File: config.mk
export PLATFORM = sky130hd
export DESIGN_NAME = scb_register_bank
export DESIGN_NICKNAME = d
export VERILOG_FILES = /design/src/common/scb_pkg.sv /design/src/hdl/scb_register_bank.sv
export SDC_FILE = /design/constraint.sdc
export NUM_CORES = 1
export LEC_CHECK = 0
export ABC_AREA = 1
export BUFFER_PORTS_ARGS = -buffer_cell sky130_fd_sc_hd__buf_4
export CORE_UTILIZATION = 50
export DETAILED_ROUTE_END_ITERATION = 12
export PLACE_DENSITY = 0.71
export SYNTH_ARGS = -nofsm -noshare
export SYNTH_HDL_FRONTEND = slang
export SYNTH_SLANG_ARGS = --single-unit
export TNS_END_PERCENT = 100
File: constraint.sdc
create_clock -name clock_i -period 1.75 [get_ports clock_i]
set_input_delay 0.0875 -clock clock_i [delete_from_list [all_inputs] [get_ports clock_i]]
set_output_delay 0.0875 -clock clock_i [all_outputs]
set_load 0.05 [all_outputs]
File: src/common/scb_pkg.sv
`default_nettype none
package scb_pkg;
    // Register indices within one channel's set
    localparam logic [5:0] REG_RAW_VALUE     = 6'h00;
    localparam logic [5:0] REG_DIAGNOSTIC    = 6'h06;
    localparam logic [5:0] REG_COMMAND       = 6'h07;
    localparam logic [5:0] REG_MODULE_ID     = 6'h08;
    localparam logic [5:0] REG_FIRMWARE_REV  = 6'h09;
    localparam logic [5:0] REG_SHIFT_LENGTH  = 6'h0a;
    localparam logic [5:0] REG_CHANNEL_COUNT = 6'h0b;
    localparam logic [5:0] REG_MIN_DATA_LEN  = 6'h0c;
    localparam logic [5:0] REG_DATA_TYPE     = 6'h0d;
    localparam logic [5:0] REG_HARDWARE_REV  = 6'h10;
    localparam logic [5:0] REG_CODE_WORD     = 6'h1f;
    localparam logic [5:0] REG_FEATURE       = 6'h20;

    // Commands and constant contents
    localparam logic [15:0] CMD_TEACH_VOLATILE   = 16'h0201;
    localparam logic [15:0] CMD_TEACH_PERSISTENT = 16'h0202;
    localparam logic [15:0] RES_TEACH_VOLATILE   = 16'h0201;
    localparam logic [15:0] RES_TEACH_PERSISTENT = 16'h0202;
    localparam logic [15:0] SHIFT_LEN_ONE_CH     = 16'h0128;
    localparam logic [15:0] SHIFT_LEN_TWO_CH     = 16'h0228;
    localparam logic [15:0] MIN_DATA_LEN_VALUE   = 16'h2828;
    localparam logic [15:0] DATA_TYPE_ANALOG_IN  = 16'h0004;
    localparam logic [15:0] PERSIST_UNLOCK_CODE  = 16'h1235;
    localparam int          PROCESS_DATA_BYTES   = 5;

    // Reset values
    localparam logic [15:0] COMMAND_RESET   = 16'h0000;
    localparam logic [15:0] CODE_WORD_RESET = 16'h0000;
    localparam logic [15:0] FEATURE_RESET   = 16'h0000;

    // Feature register layout
    localparam int          TRIG_TYPE_LSB = 8;
    localparam int          TRIG_TYPE_MSB = 10;
    localparam logic [15:0] FEATURE_MASK  = 16'h0700;

    // Trigger type encodings
    localparam logic [2:0] TRIG_POST = 3'h0;
    localparam logic [2:0] TRIG_PRE  = 3'h1;
    localparam logic [2:0] TRIG_MID  = 3'h2;
    localparam logic [2:0] TRIG_FAST = 3'h3;

    // Sampling intervals
    localparam int CLK_PERIOD_PS    = 5000;
    localparam int SLOW_INTERVAL_US = 100;
    localparam int FAST_INTERVAL_US = 10;
    localparam int SLOW_CYCLES      = SLOW_INTERVAL_US * 1000000 / CLK_PERIOD_PS;
    localparam int FAST_CYCLES      = FAST_INTERVAL_US * 1000000 / CLK_PERIOD_PS;
    localparam int SAMPLE_AMOUNT    = 100;

    // Capture sequencer states
    typedef enum logic [1:0] {
        CAP_IDLE,
        CAP_WAIT,
        CAP_RUN,
        CAP_TAIL
    } scb_cap_e;
endpackage
`default_nettype wire

File: src/hdl/scb_register_bank.sv
// Operation
// - One full register set per channel, one or two channels by variant.
// - Index zero returns the channel's raw converter result.
// - Diagnostic register is reserved and reads zero.
// - Command 0x0201 teaches the volatile envelope and reads back 0x201.
// - Command 0x0202 teaches volatile and persistent envelopes, reads back 0x202.
// - Announced process-data shift length is always five bytes.
// - Module identifier is fixed, read-only, distinct per variant.
// - Firmware revision register returns a read-only revision code.
// - Shift length and channel count read 0x0128 or 0x0228 by variant.
// - Minimum data length always reads 0x2828.
// - Data type reads 0x0004, meaning analog input.
// - Hardware revision register returns the hardware revision code.
// - Without unlock code, user writes stay volatile only.
// - With unlock code 0x1235 stored, user writes also go persistent.
// - Code word clears at every restart.
// - Trigger type 000 starts recording at the trigger event.
// - Trigger type 001 records continuously, stops at the trigger event.
// - Trigger type 010 centres the trigger event in the recording.
// - Trigger type 011 is fast sampling at down to 10 us intervals.
// - Fast sampling starts only from the trigger input.
// - Fast sampling ignores the trigger unit input.
// - Fast sampling records only the first channel.
//
// The address-and-strobe port was decided locally.
`default_nettype none
module scb_register_bank #(
    parameter int          CHANNELS     = 2,
    parameter int          SLOW_CYCLES  = scb_pkg::SLOW_CYCLES,
    parameter int          SAMPLES      = scb_pkg::SAMPLE_AMOUNT,
    parameter logic [15:0] MODULE_ID_1  = 16'h0a01, // Arbitrary value
    parameter logic [15:0] MODULE_ID_2  = 16'h0a02, // Arbitrary value
    parameter logic [15:0] FIRMWARE_REV = 16'h0101, // Arbitrary value
    parameter logic [15:0] HARDWARE_REV = 16'h0000
) (
    // Clock and reset
    input  wire logic                  clock_i,
    input  wire logic                  nrst_i,
    // Register port: addr[6] selects channel, addr[5:0] the register
    input  wire logic [6:0]            reg_addr_i,
    input  wire logic [15:0]           reg_wdata_i,
    input  wire logic                  reg_write_i,
    input  wire logic                  reg_read_i,
    output logic      [15:0]           reg_rdata_o,
    // Converter results, one word per channel
    input  wire logic [CHANNELS*16-1:0] adc_raw_i,
    // Trigger sources
    input  wire logic                  trigger_pin_i,
    input  wire logic                  trigger_unit_i,
    input  wire logic                  capture_arm_i,
    // Recording control
    output logic      [CHANNELS-1:0]   record_enable_o,
    output logic                       sample_tick_o,
    output logic                       high_rate_capture_mode_o,
    // Envelope teach-in pulses per channel
    output logic      [CHANNELS-1:0]   teach_envelope_volatile_o,
    output logic      [CHANNELS-1:0]   teach_envelope_persistent_o,
    // User register storage requests
    output logic                       user_store_o,
    output logic                       user_persist_o,
    output logic      [6:0]            user_addr_o,
    output logic      [15:0]           user_data_o,
    // Announced process-data length
    output logic      [7:0]            process_bytes_o
);
    // Elaboration checks refuse sizes the counters and channel bit cannot serve
    if (CHANNELS < 1 || CHANNELS > 2) begin : g_chk_channels
        $error("CHANNELS must be 1 or 2");
    end
    if (SLOW_CYCLES < 2 || SLOW_CYCLES > 65535) begin : g_chk_slow
        $error("SLOW_CYCLES out of range");
    end
    if (SAMPLES < 2 || SAMPLES > 65535) begin : g_chk_samples
        $error("SAMPLES out of range");
    end

    localparam logic [15:0] SLOW_RELOAD = 16'(SLOW_CYCLES - 1);
    localparam logic [15:0] FAST_RELOAD = 16'(scb_pkg::FAST_CYCLES - 1);
    localparam logic [15:0] FULL_COUNT  = 16'(SAMPLES);
    localparam logic [15:0] HALF_COUNT  = 16'(SAMPLES / 2);

    // Per-channel state
    logic [15:0] raw_q     [CHANNELS];
    logic [15:0] command_q [CHANNELS];
    logic [15:0] code_q    [CHANNELS];
    logic [15:0] feature_q [CHANNELS];

    // Address decode
    wire       ch_sel    = (CHANNELS == 2) ? reg_addr_i[6] : 1'b0;
    wire       ch_valid  = (CHANNELS == 2) || !reg_addr_i[6];
    wire [5:0] idx       = reg_addr_i[5:0];
    wire       wr_cmd    = reg_write_i && ch_valid && (idx == scb_pkg::REG_COMMAND);
    wire       wr_code   = reg_write_i && ch_valid && (idx == scb_pkg::REG_CODE_WORD);
    wire       wr_feat   = reg_write_i && ch_valid && (idx == scb_pkg::REG_FEATURE);
    wire [15:0] variant_len = (CHANNELS == 2) ? scb_pkg::SHIFT_LEN_TWO_CH
                                              : scb_pkg::SHIFT_LEN_ONE_CH;
    wire [15:0] variant_id  = (CHANNELS == 2) ? MODULE_ID_2 : MODULE_ID_1;

    // Read multiplexer for the selected channel
    logic [15:0] next_rdata;
    always_comb begin
        next_rdata = 16'h0000;
        if (!ch_valid) begin
            next_rdata = 16'h0000;
        end else if (idx == scb_pkg::REG_RAW_VALUE) begin
            next_rdata = raw_q[ch_sel];
        end else if (idx == scb_pkg::REG_DIAGNOSTIC) begin
            next_rdata = 16'h0000;
        end else if (idx == scb_pkg::REG_COMMAND) begin
            next_rdata = command_q[ch_sel];
        end else if (idx == scb_pkg::REG_MODULE_ID) begin
            next_rdata = variant_id;
        end else if (idx == scb_pkg::REG_FIRMWARE_REV) begin
            next_rdata = FIRMWARE_REV;
        end else if (idx == scb_pkg::REG_SHIFT_LENGTH || idx == scb_pkg::REG_CHANNEL_COUNT) begin
            next_rdata = variant_len;
        end else if (idx == scb_pkg::REG_MIN_DATA_LEN) begin
            next_rdata = scb_pkg::MIN_DATA_LEN_VALUE;
        end else if (idx == scb_pkg::REG_DATA_TYPE) begin
            next_rdata = scb_pkg::DATA_TYPE_ANALOG_IN;
        end else if (idx == scb_pkg::REG_HARDWARE_REV) begin
            next_rdata = HARDWARE_REV;
        end else if (idx == scb_pkg::REG_CODE_WORD) begin
            next_rdata = code_q[ch_sel];
        end else if (idx == scb_pkg::REG_FEATURE) begin
            next_rdata = feature_q[ch_sel];
        end
    end

    // Read data register, valid in the cycle after the strobe
    always_ff @(posedge clock_i or negedge nrst_i) begin
        if (!nrst_i) begin
            reg_rdata_o <= 16'h0000;
        end else if (reg_read_i) begin
            reg_rdata_o <= next_rdata;
        end else begin
            reg_rdata_o <= 16'h0000;
        end
    end

    // Per-channel register set and teach-in pulses
    always_ff @(posedge clock_i or negedge nrst_i) begin
        if (!nrst_i) begin
            for (int c = 0; c < CHANNELS; c++) begin
                raw_q[c]     <= 16'h0000;
                command_q[c] <= scb_pkg::COMMAND_RESET;
                code_q[c]    <= scb_pkg::CODE_WORD_RESET;
                feature_q[c] <= scb_pkg::FEATURE_RESET;
            end
            teach_envelope_volatile_o   <= '0;
            teach_envelope_persistent_o <= '0;
        end else begin
            teach_envelope_volatile_o   <= '0;
            teach_envelope_persistent_o <= '0;
            for (int c = 0; c < CHANNELS; c++) begin
                raw_q[c] <= adc_raw_i[c*16 +: 16];
                if (wr_cmd && ch_sel == 1'(c)) begin
                    if (reg_wdata_i == scb_pkg::CMD_TEACH_VOLATILE) begin
                        command_q[c] <= scb_pkg::RES_TEACH_VOLATILE;
                        teach_envelope_volatile_o[c] <= 1'b1;
                    end else if (reg_wdata_i == scb_pkg::CMD_TEACH_PERSISTENT) begin
                        command_q[c] <= scb_pkg::RES_TEACH_PERSISTENT;
                        teach_envelope_volatile_o[c]   <= 1'b1;
                        teach_envelope_persistent_o[c] <= 1'b1;
                    end else begin
                        command_q[c] <= reg_wdata_i;
                    end
                end
                if (wr_code && ch_sel == 1'(c)) begin
                    code_q[c] <= reg_wdata_i;
                end
                if (wr_feat && ch_sel == 1'(c)) begin
                    feature_q[c] <= reg_wdata_i & scb_pkg::FEATURE_MASK;
                end
            end
        end
    end

    // User register storage requests; persistent only when unlocked
    wire unlocked = (code_q[ch_sel] == scb_pkg::PERSIST_UNLOCK_CODE);
    always_ff @(posedge clock_i or negedge nrst_i) begin
        if (!nrst_i) begin
            user_store_o   <= 1'b0;
            user_persist_o <= 1'b0;
            user_addr_o    <= 7'h00;
            user_data_o    <= 16'h0000;
        end else begin
            user_store_o   <= wr_feat;
            user_persist_o <= wr_feat && unlocked;
            if (wr_feat) begin
                user_addr_o <= reg_addr_i;
                user_data_o <= reg_wdata_i & scb_pkg::FEATURE_MASK;
            end
        end
    end

    // Announced process-data length never depends on configuration
    assign process_bytes_o = 8'(scb_pkg::PROCESS_DATA_BYTES);

    // Trigger pin synchroniser
    logic trig_meta;
    logic trig_sync;
    always_ff @(posedge clock_i or negedge nrst_i) begin
        if (!nrst_i) begin
            trig_meta <= 1'b0;
            trig_sync <= 1'b0;
        end else begin
            trig_meta <= trigger_pin_i;
            trig_sync <= trig_meta;
        end
    end

    // Mode from the first channel's trigger type field
    wire [2:0] trig_type = feature_q[0][scb_pkg::TRIG_TYPE_MSB:scb_pkg::TRIG_TYPE_LSB];
    wire       fast_mode = (trig_type == scb_pkg::TRIG_FAST);
    wire       trig_evt  = fast_mode ? trig_sync
                                     : (trig_sync || trigger_unit_i);
    assign high_rate_capture_mode_o = fast_mode;

    // Sample interval divider
    logic [15:0] div_q;
    wire         tick = (div_q == 16'h0000);
    always_ff @(posedge clock_i or negedge nrst_i) begin
        if (!nrst_i) begin
            div_q <= 16'h0000;
        end else if (tick) begin
            div_q <= fast_mode ? FAST_RELOAD : SLOW_RELOAD;
        end else begin
            div_q <= div_q - 16'h0001;
        end
    end
    assign sample_tick_o = tick;

    // Capture sequencer
    scb_pkg::scb_cap_e state_q;
    scb_pkg::scb_cap_e next_state;
    logic [15:0]       tail_q;
    logic [15:0]       next_tail;
    wire               wait_first = (trig_type == scb_pkg::TRIG_POST) || fast_mode;
    always_comb begin
        next_state = state_q;
        next_tail  = tail_q;
        case (state_q)
            scb_pkg::CAP_IDLE: begin
                if (capture_arm_i) begin
                    next_state = wait_first ? scb_pkg::CAP_WAIT : scb_pkg::CAP_RUN;
                end
            end
            scb_pkg::CAP_WAIT: begin
                if (trig_evt) begin
                    next_state = scb_pkg::CAP_TAIL;
                    next_tail  = FULL_COUNT;
                end
            end
            scb_pkg::CAP_RUN: begin
                if (trig_evt && trig_type == scb_pkg::TRIG_PRE) begin
                    next_state = scb_pkg::CAP_IDLE;
                end else if (trig_evt) begin
                    next_state = scb_pkg::CAP_TAIL;
                    next_tail  = HALF_COUNT;
                end
            end
            scb_pkg::CAP_TAIL: begin
                if (tick && tail_q == 16'h0001) begin
                    next_state = scb_pkg::CAP_IDLE;
                    next_tail  = 16'h0000;
                end else if (tick) begin
                    next_tail = tail_q - 16'h0001;
                end
            end
            default: begin
                next_state = scb_pkg::CAP_IDLE;
            end
        endcase
    end

    always_ff @(posedge clock_i or negedge nrst_i) begin
        if (!nrst_i) begin
            state_q <= scb_pkg::CAP_IDLE;
            tail_q  <= 16'h0000;
        end else begin
            state_q <= next_state;
            tail_q  <= next_tail;
        end
    end

    // Recording enables; fast mode keeps only the first channel
    wire recording = (state_q == scb_pkg::CAP_RUN) || (state_q == scb_pkg::CAP_TAIL);
    always_comb begin
        record_enable_o = '0;
        for (int c = 0; c < CHANNELS; c++) begin
            record_enable_o[c] = recording && (!fast_mode || c == 0);
        end
    end

    // Checks
    a_teach_vol_pulse: assert property (@(posedge clock_i) disable iff (!nrst_i)
        (wr_cmd && !ch_sel && reg_wdata_i == scb_pkg::CMD_TEACH_VOLATILE)
        |=> teach_envelope_volatile_o[0] && !teach_envelope_persistent_o[0]
            && command_q[0] == scb_pkg::RES_TEACH_VOLATILE)
        else $error("volatile teach command not served");
    a_teach_flash_pulse: assert property (@(posedge clock_i) disable iff (!nrst_i)
        (wr_cmd && !ch_sel && reg_wdata_i == scb_pkg::CMD_TEACH_PERSISTENT)
        |=> teach_envelope_volatile_o[0] && teach_envelope_persistent_o[0]
            && command_q[0] == scb_pkg::RES_TEACH_PERSISTENT)
        else $error("persistent teach command not served");
    a_min_len_read: assert property (@(posedge clock_i) disable iff (!nrst_i)
        (reg_read_i && ch_valid && idx == scb_pkg::REG_MIN_DATA_LEN)
        |=> reg_rdata_o == 16'h2828)
        else $error("minimum data length wrong");
    a_data_type_read: assert property (@(posedge clock_i) disable iff (!nrst_i)
        (reg_read_i && ch_valid && idx == scb_pkg::REG_DATA_TYPE)
        |=> reg_rdata_o == 16'h0004)
        else $error("data type wrong");
    a_shift_len_read: assert property (@(posedge clock_i) disable iff (!nrst_i)
        (reg_read_i && ch_valid && idx == scb_pkg::REG_CHANNEL_COUNT)
        |=> reg_rdata_o == ((CHANNELS == 2) ? 16'h0228 : 16'h0128))
        else $error("channel count wrong");
    a_volatile_only: assert property (@(posedge clock_i) disable iff (!nrst_i)
        (wr_feat && code_q[ch_sel] != 16'h1235) |=> user_store_o && !user_persist_o)
        else $error("locked write went persistent");
    a_persist_write: assert property (@(posedge clock_i) disable iff (!nrst_i)
        (wr_feat && code_q[ch_sel] == 16'h1235) |=> user_store_o && user_persist_o)
        else $error("unlocked write not persistent");
    a_reserved_zero: assert property (@(posedge clock_i) disable iff (!nrst_i)
        wr_feat && !ch_sel |=> (feature_q[0] & 16'hf8ff) == 16'h0000)
        else $error("reserved feature bits set");
    a_pre_stops: assert property (@(posedge clock_i) disable iff (!nrst_i)
        (state_q == scb_pkg::CAP_RUN && trig_evt && trig_type == scb_pkg::TRIG_PRE)
        |=> state_q == scb_pkg::CAP_IDLE)
        else $error("pre-trigger did not stop");
    a_fast_ignores: assert property (@(posedge clock_i) disable iff (!nrst_i)
        (fast_mode && state_q == scb_pkg::CAP_WAIT && !trig_sync && trigger_unit_i)
        |=> state_q == scb_pkg::CAP_WAIT)
        else $error("fast mode reacted to trigger unit");
    a_fast_interval: assert property (@(posedge clock_i) disable iff (!nrst_i)
        (tick && fast_mode) |=> div_q == 16'(scb_pkg::FAST_CYCLES - 1))
        else $error("fast interval wrong");
    a_fast_one_chan: assert property (@(posedge clock_i) disable iff (!nrst_i)
        fast_mode |-> record_enable_o[CHANNELS-1:0] <= 1)
        else $error("fast mode records second channel");
    a_raw_read: assert property (@(posedge clock_i) disable iff (!nrst_i)
        (reg_read_i && !reg_addr_i[6] && idx == scb_pkg::REG_RAW_VALUE)
        |=> reg_rdata_o == $past(raw_q[0]))
        else $error("raw value read wrong");
    a_diag_zero: assert property (@(posedge clock_i) disable iff (!nrst_i)
        (reg_read_i && idx == scb_pkg::REG_DIAGNOSTIC)
        |=> reg_rdata_o == 16'h0000)
        else $error("diagnostic register not zero");
    a_module_id: assert property (@(posedge clock_i) disable iff (!nrst_i)
        (reg_read_i && ch_valid && idx == scb_pkg::REG_MODULE_ID)
        |=> reg_rdata_o == ((CHANNELS == 2) ? MODULE_ID_2 : MODULE_ID_1))
        else $error("module identifier wrong");
    a_post_tail: assert property (@(posedge clock_i) disable iff (!nrst_i)
        (state_q == scb_pkg::CAP_WAIT && trig_evt)
        |=> state_q == scb_pkg::CAP_TAIL && tail_q == FULL_COUNT)
        else $error("post-trigger recording not started");
    a_mid_centre: assert property (@(posedge clock_i) disable iff (!nrst_i)
        (state_q == scb_pkg::CAP_RUN && trig_evt && trig_type == scb_pkg::TRIG_MID)
        |=> state_q == scb_pkg::CAP_TAIL && tail_q == HALF_COUNT)
        else $error("mid-trigger tail length wrong");
    a_fast_arm: assert property (@(posedge clock_i) disable iff (!nrst_i)
        (state_q == scb_pkg::CAP_IDLE && capture_arm_i && fast_mode)
        |=> state_q == scb_pkg::CAP_WAIT)
        else $error("fast mode did not wait for trigger input");
    c_post_capture: cover property (@(posedge clock_i) disable iff (!nrst_i)
        state_q == scb_pkg::CAP_WAIT ##1 state_q == scb_pkg::CAP_TAIL);
    c_mid_capture: cover property (@(posedge clock_i) disable iff (!nrst_i)
        state_q == scb_pkg::CAP_RUN ##1 state_q == scb_pkg::CAP_TAIL);
    c_unlocked_write: cover property (@(posedge clock_i) disable iff (!nrst_i) user_persist_o);
    c_teach_flash: cover property (@(posedge clock_i) disable iff (!nrst_i)
        teach_envelope_persistent_o[0]);
    c_pre_stop: cover property (@(posedge clock_i) disable iff (!nrst_i)
        state_q == scb_pkg::CAP_RUN ##1 state_q == scb_pkg::CAP_IDLE);
endmodule
`default_nettype wire

==> results.json <==
{
  "ys_seq_area_share_pct": 51.8,
  "syn_avg_cell_area_um2": 8.38,
  "grt_overflow": 0,
  "port_buffers": 97,
  "ys_types": 42,
  "yosys.area_share.adder_pct": 0.457,
  "rsz0062_at_grt": "yes",
  "drv_slew": 0,
  "synth_compound_area_share_pct": 10.3,
  "maxCapViolations": 0,
  "hold_violations": 0,
  "ir_drop_v": 0.000676,
  "final_cells": 1374,
  "routed_via_density": 4.99,
  "clkLatencyLatePin_ns": 0.43,
  "period_share_pct": 97.3,
  "power_density_mw_per_mm2": 879,
  "die_x_um": 130,
  "cts_buffers": 17,
  "skew_ns": 0.00639,
  "dr_total_vias": 6859,
  "path_clk_slew_ns": 0.06,
  "cts_buffer_depth": 2,
  "cp-end-kind": "output port",
  "finalSetupTns_ns": 0,
  "hold_class": "in2reg",
  "antenna_found_initial": 0,
  "syn2layout_area_growth_pct": 25.6,
  "synthSimpleGateAreaFrac_pct": 26.1,
  "period_minus_slack_ns": 1.70,
  "synth_area_leaders": "dfrtp_1 (52%), nand2_1 (14%), inv_1 (4.6%)",
  "wl_um": 19700,
  "synth_top_area_share_pct": 51.8,
  "cp.required_ns": 1.66,
  "async_reset_ff_share_pct": 100,
  "diodes": 0,
  "cts-root-buf": "clkbuf_16",
  "critPathLaunchType": "flop",
  "synth_top_family_by_area": "simple AND/OR/NAND/NOR gates",
  "synth_edf_count": 0,
  "muxShareOfSynthArea_pct": 0,
  "tritoncts": "done",
  "place_ws_ns": -0.0108,
  "dieArea_mm2": 0.0170,
  "synthXorXnorAreaFrac_pct": 1.39,
  "syn_area_mm2": 0.00822,
  "crit_type": "reg2out",
  "path_max_fanout": 5,
  "layout-drive-gt1-share_pct": 18.7,
  "clock_sinks": 170,
  "placed_cells": 1285,
  "ant_nets": 0,
  "yosysMostFrequentCell": "nand2_1",
  "leakage_uw": 0.00516,
  "ioPinCount": 119,
  "fillers": 1349,
  "dpl.hpwl_um": 13300,
  "grt.total_usage_pct": 25.0,
  "netlist_instances": 981,
  "core-area_mm2": 0.0159,
  "die-height_um": 130,
  "grt_first_pass_wirelength_um": 32200,
  "drt-pass1-iter-count": 5,
  "ys_ff_latch": 170,
  "yosys_warnings": 0,
  "yosys.area.top_type": "dfrtp_1",
  "hold_slack_ns": 0.0456,
  "cp.arrival_ns": 1.61,
  "grt_pass1_vias": 6626,
  "fin_ws_ns": 0.0478,
  "place.gp.congestion": 0.900,
  "fmax_mhz": 587,
  "ys.flop_type": "dfrtp_1",
  "finalSetupViolations": 0,
  "grt_max_degree": 73,
  "layout.nets": 1210,
  "drt_iter0_drc": 505,
  "row_count": 46,
  "status": "finished clean",
  "htree_num_levels": 4,
  "initial_utilization_pct": 51.6,
  "wl_per_cell_um": 14.3,
  "synth_common_cells": "nand2_1 (296), dfrtp_1 (170), inv_1 (100), nor2_1 (74), o21ai_0 (69)",
  "drc": 0
}
-- through the flow --
step / area [um^2] / total power (uW) / util (%)
floorplan: 8290 / 5010 / -
global placement: 9150 / 5370 / 57.4
detailed placement: 9150 / 5400 / 57.4
CTS: 10300 / 9110 / 64.3
global route: 10300 / 9440 / 64.8
finish: 10300 / 9070 / 64.8
-- sequential cells by signal, summed over array words and instances (netlist names) --
signal / count
raw_q: 32
reg_rdata_o: 16
tail_q: 16
user_persist_o: 1
teach_envelope_volatile_o: 2
user_addr_o: 7
teach_envelope_persistent_o: 2
feature_q: 6
div_q: 16
trig_meta: 1
trig_sync: 1
state_q: 2
user_data_o: 3
command_q: 32
user_store_o: 1
code_q: 32
-- final timing paths --
check / start / to / slack [ns] / depth (start not counted)
worst min register to register: trig_meta / trig_sync / 0.35 / 0
worst min-delay path: reg_write_i / user_addr_o[6] / 0.05 / 4
max in group asynchronous: nrst_i / command_q[14] / 0.88 / 3
worst max register to register: div_q[0] / div_q[14] / 0.11 / 8
min in group asynchronous: nrst_i / div_q[15] / 0.14 / 2
worst max-delay path: div_q[14] / sample_tick_o / 0.05 / 6
-- logic make-up (layout without fill, tap and decap cells) --
kind of cell | Yosys count | count (layout)
AND/OR/NAND/NOR | 479 | 479
other | 2 | 21
XOR/XNOR | 13 | 13
buffers and inverters | 159 | 317
adder cells (fa/ha/maj) | 3 | 3
AO/OA/AOI/OAI | 155 | 155
flip-flops | 170 | 170
-- placed cells by master, fill, tap and decap left out, types with 2 or more instances in the layout --
cell type and n:
nor2_4 12, or2_2 8, nor2_2 7, dlygate4sd3_1 52, inv_2 3, clkbuf_16 17
xor2_1 11, clkinv_4 4, clkinv_2 5, o21ai_1 32, o21a_1 16, nand4_1 8
inv_6 6, nand3_1 44, inv_8 2, conb_1 21, ha_1 2, nand2_2 5
o211ai_1 2, inv_1 97, buf_12 5, nand2_1 295, buf_4 119, nor3_4 2
nor3_1 11, xnor2_1 2, o22ai_1 3, nand2_4 4, o21ai_2 4, a21oi_1 26
nor2_1 72, o21ai_0 69, inv_4 2, nor4_1 4, dfrtp_1 169, nand2_8 2
-- final cells by class --
type                    instances  area, um^2  share of cell area [%]
multi-input cells             671        3270                    31.7
well taps                     216         270                    2.62
inverters                     107         423                    4.10
flip-flops and latches        170        4260                    41.2
clock buffers                  18         429                    4.16
clock inverters                14         134                    1.30
repair buffers                178        1540                    14.9
-- worst max-delay path: stages, from the launching register on --
cell      delay, ns
dfrtp_1        0.43
nor2_4         0.15
nand2_2        0.08
nor2_4         0.18
nand3_4        0.13
clkinv_4       0.08
buf_8          0.14
-- repair_timing --
action                                  CTS  global route
hold buffers                             52             0
pin swaps                                 0             4
endpoints found under the setup margin   10            12
setup buffers                             0             5
endpoints found under the hold margin   168             0
resized for setup                         6            10
-- metal layers --
layer	vias to the layer above	track usage [%]	routed length, um
met5	-	0	0
met4	0	8.34	408
met3	27	4.72	746
met2	174	44.3	10200
met1	3260	30.5	8300
li1	3398	-	-
-- power breakdown --
part	leakage [uW]	switching (uW)	internal, uW
clock	0.000284	1660	2000
combinational	0.00277	704	419
sequential	0.00210	111	4180
total	0.00516	2480	6600
(Power assumes the default switching activity.)
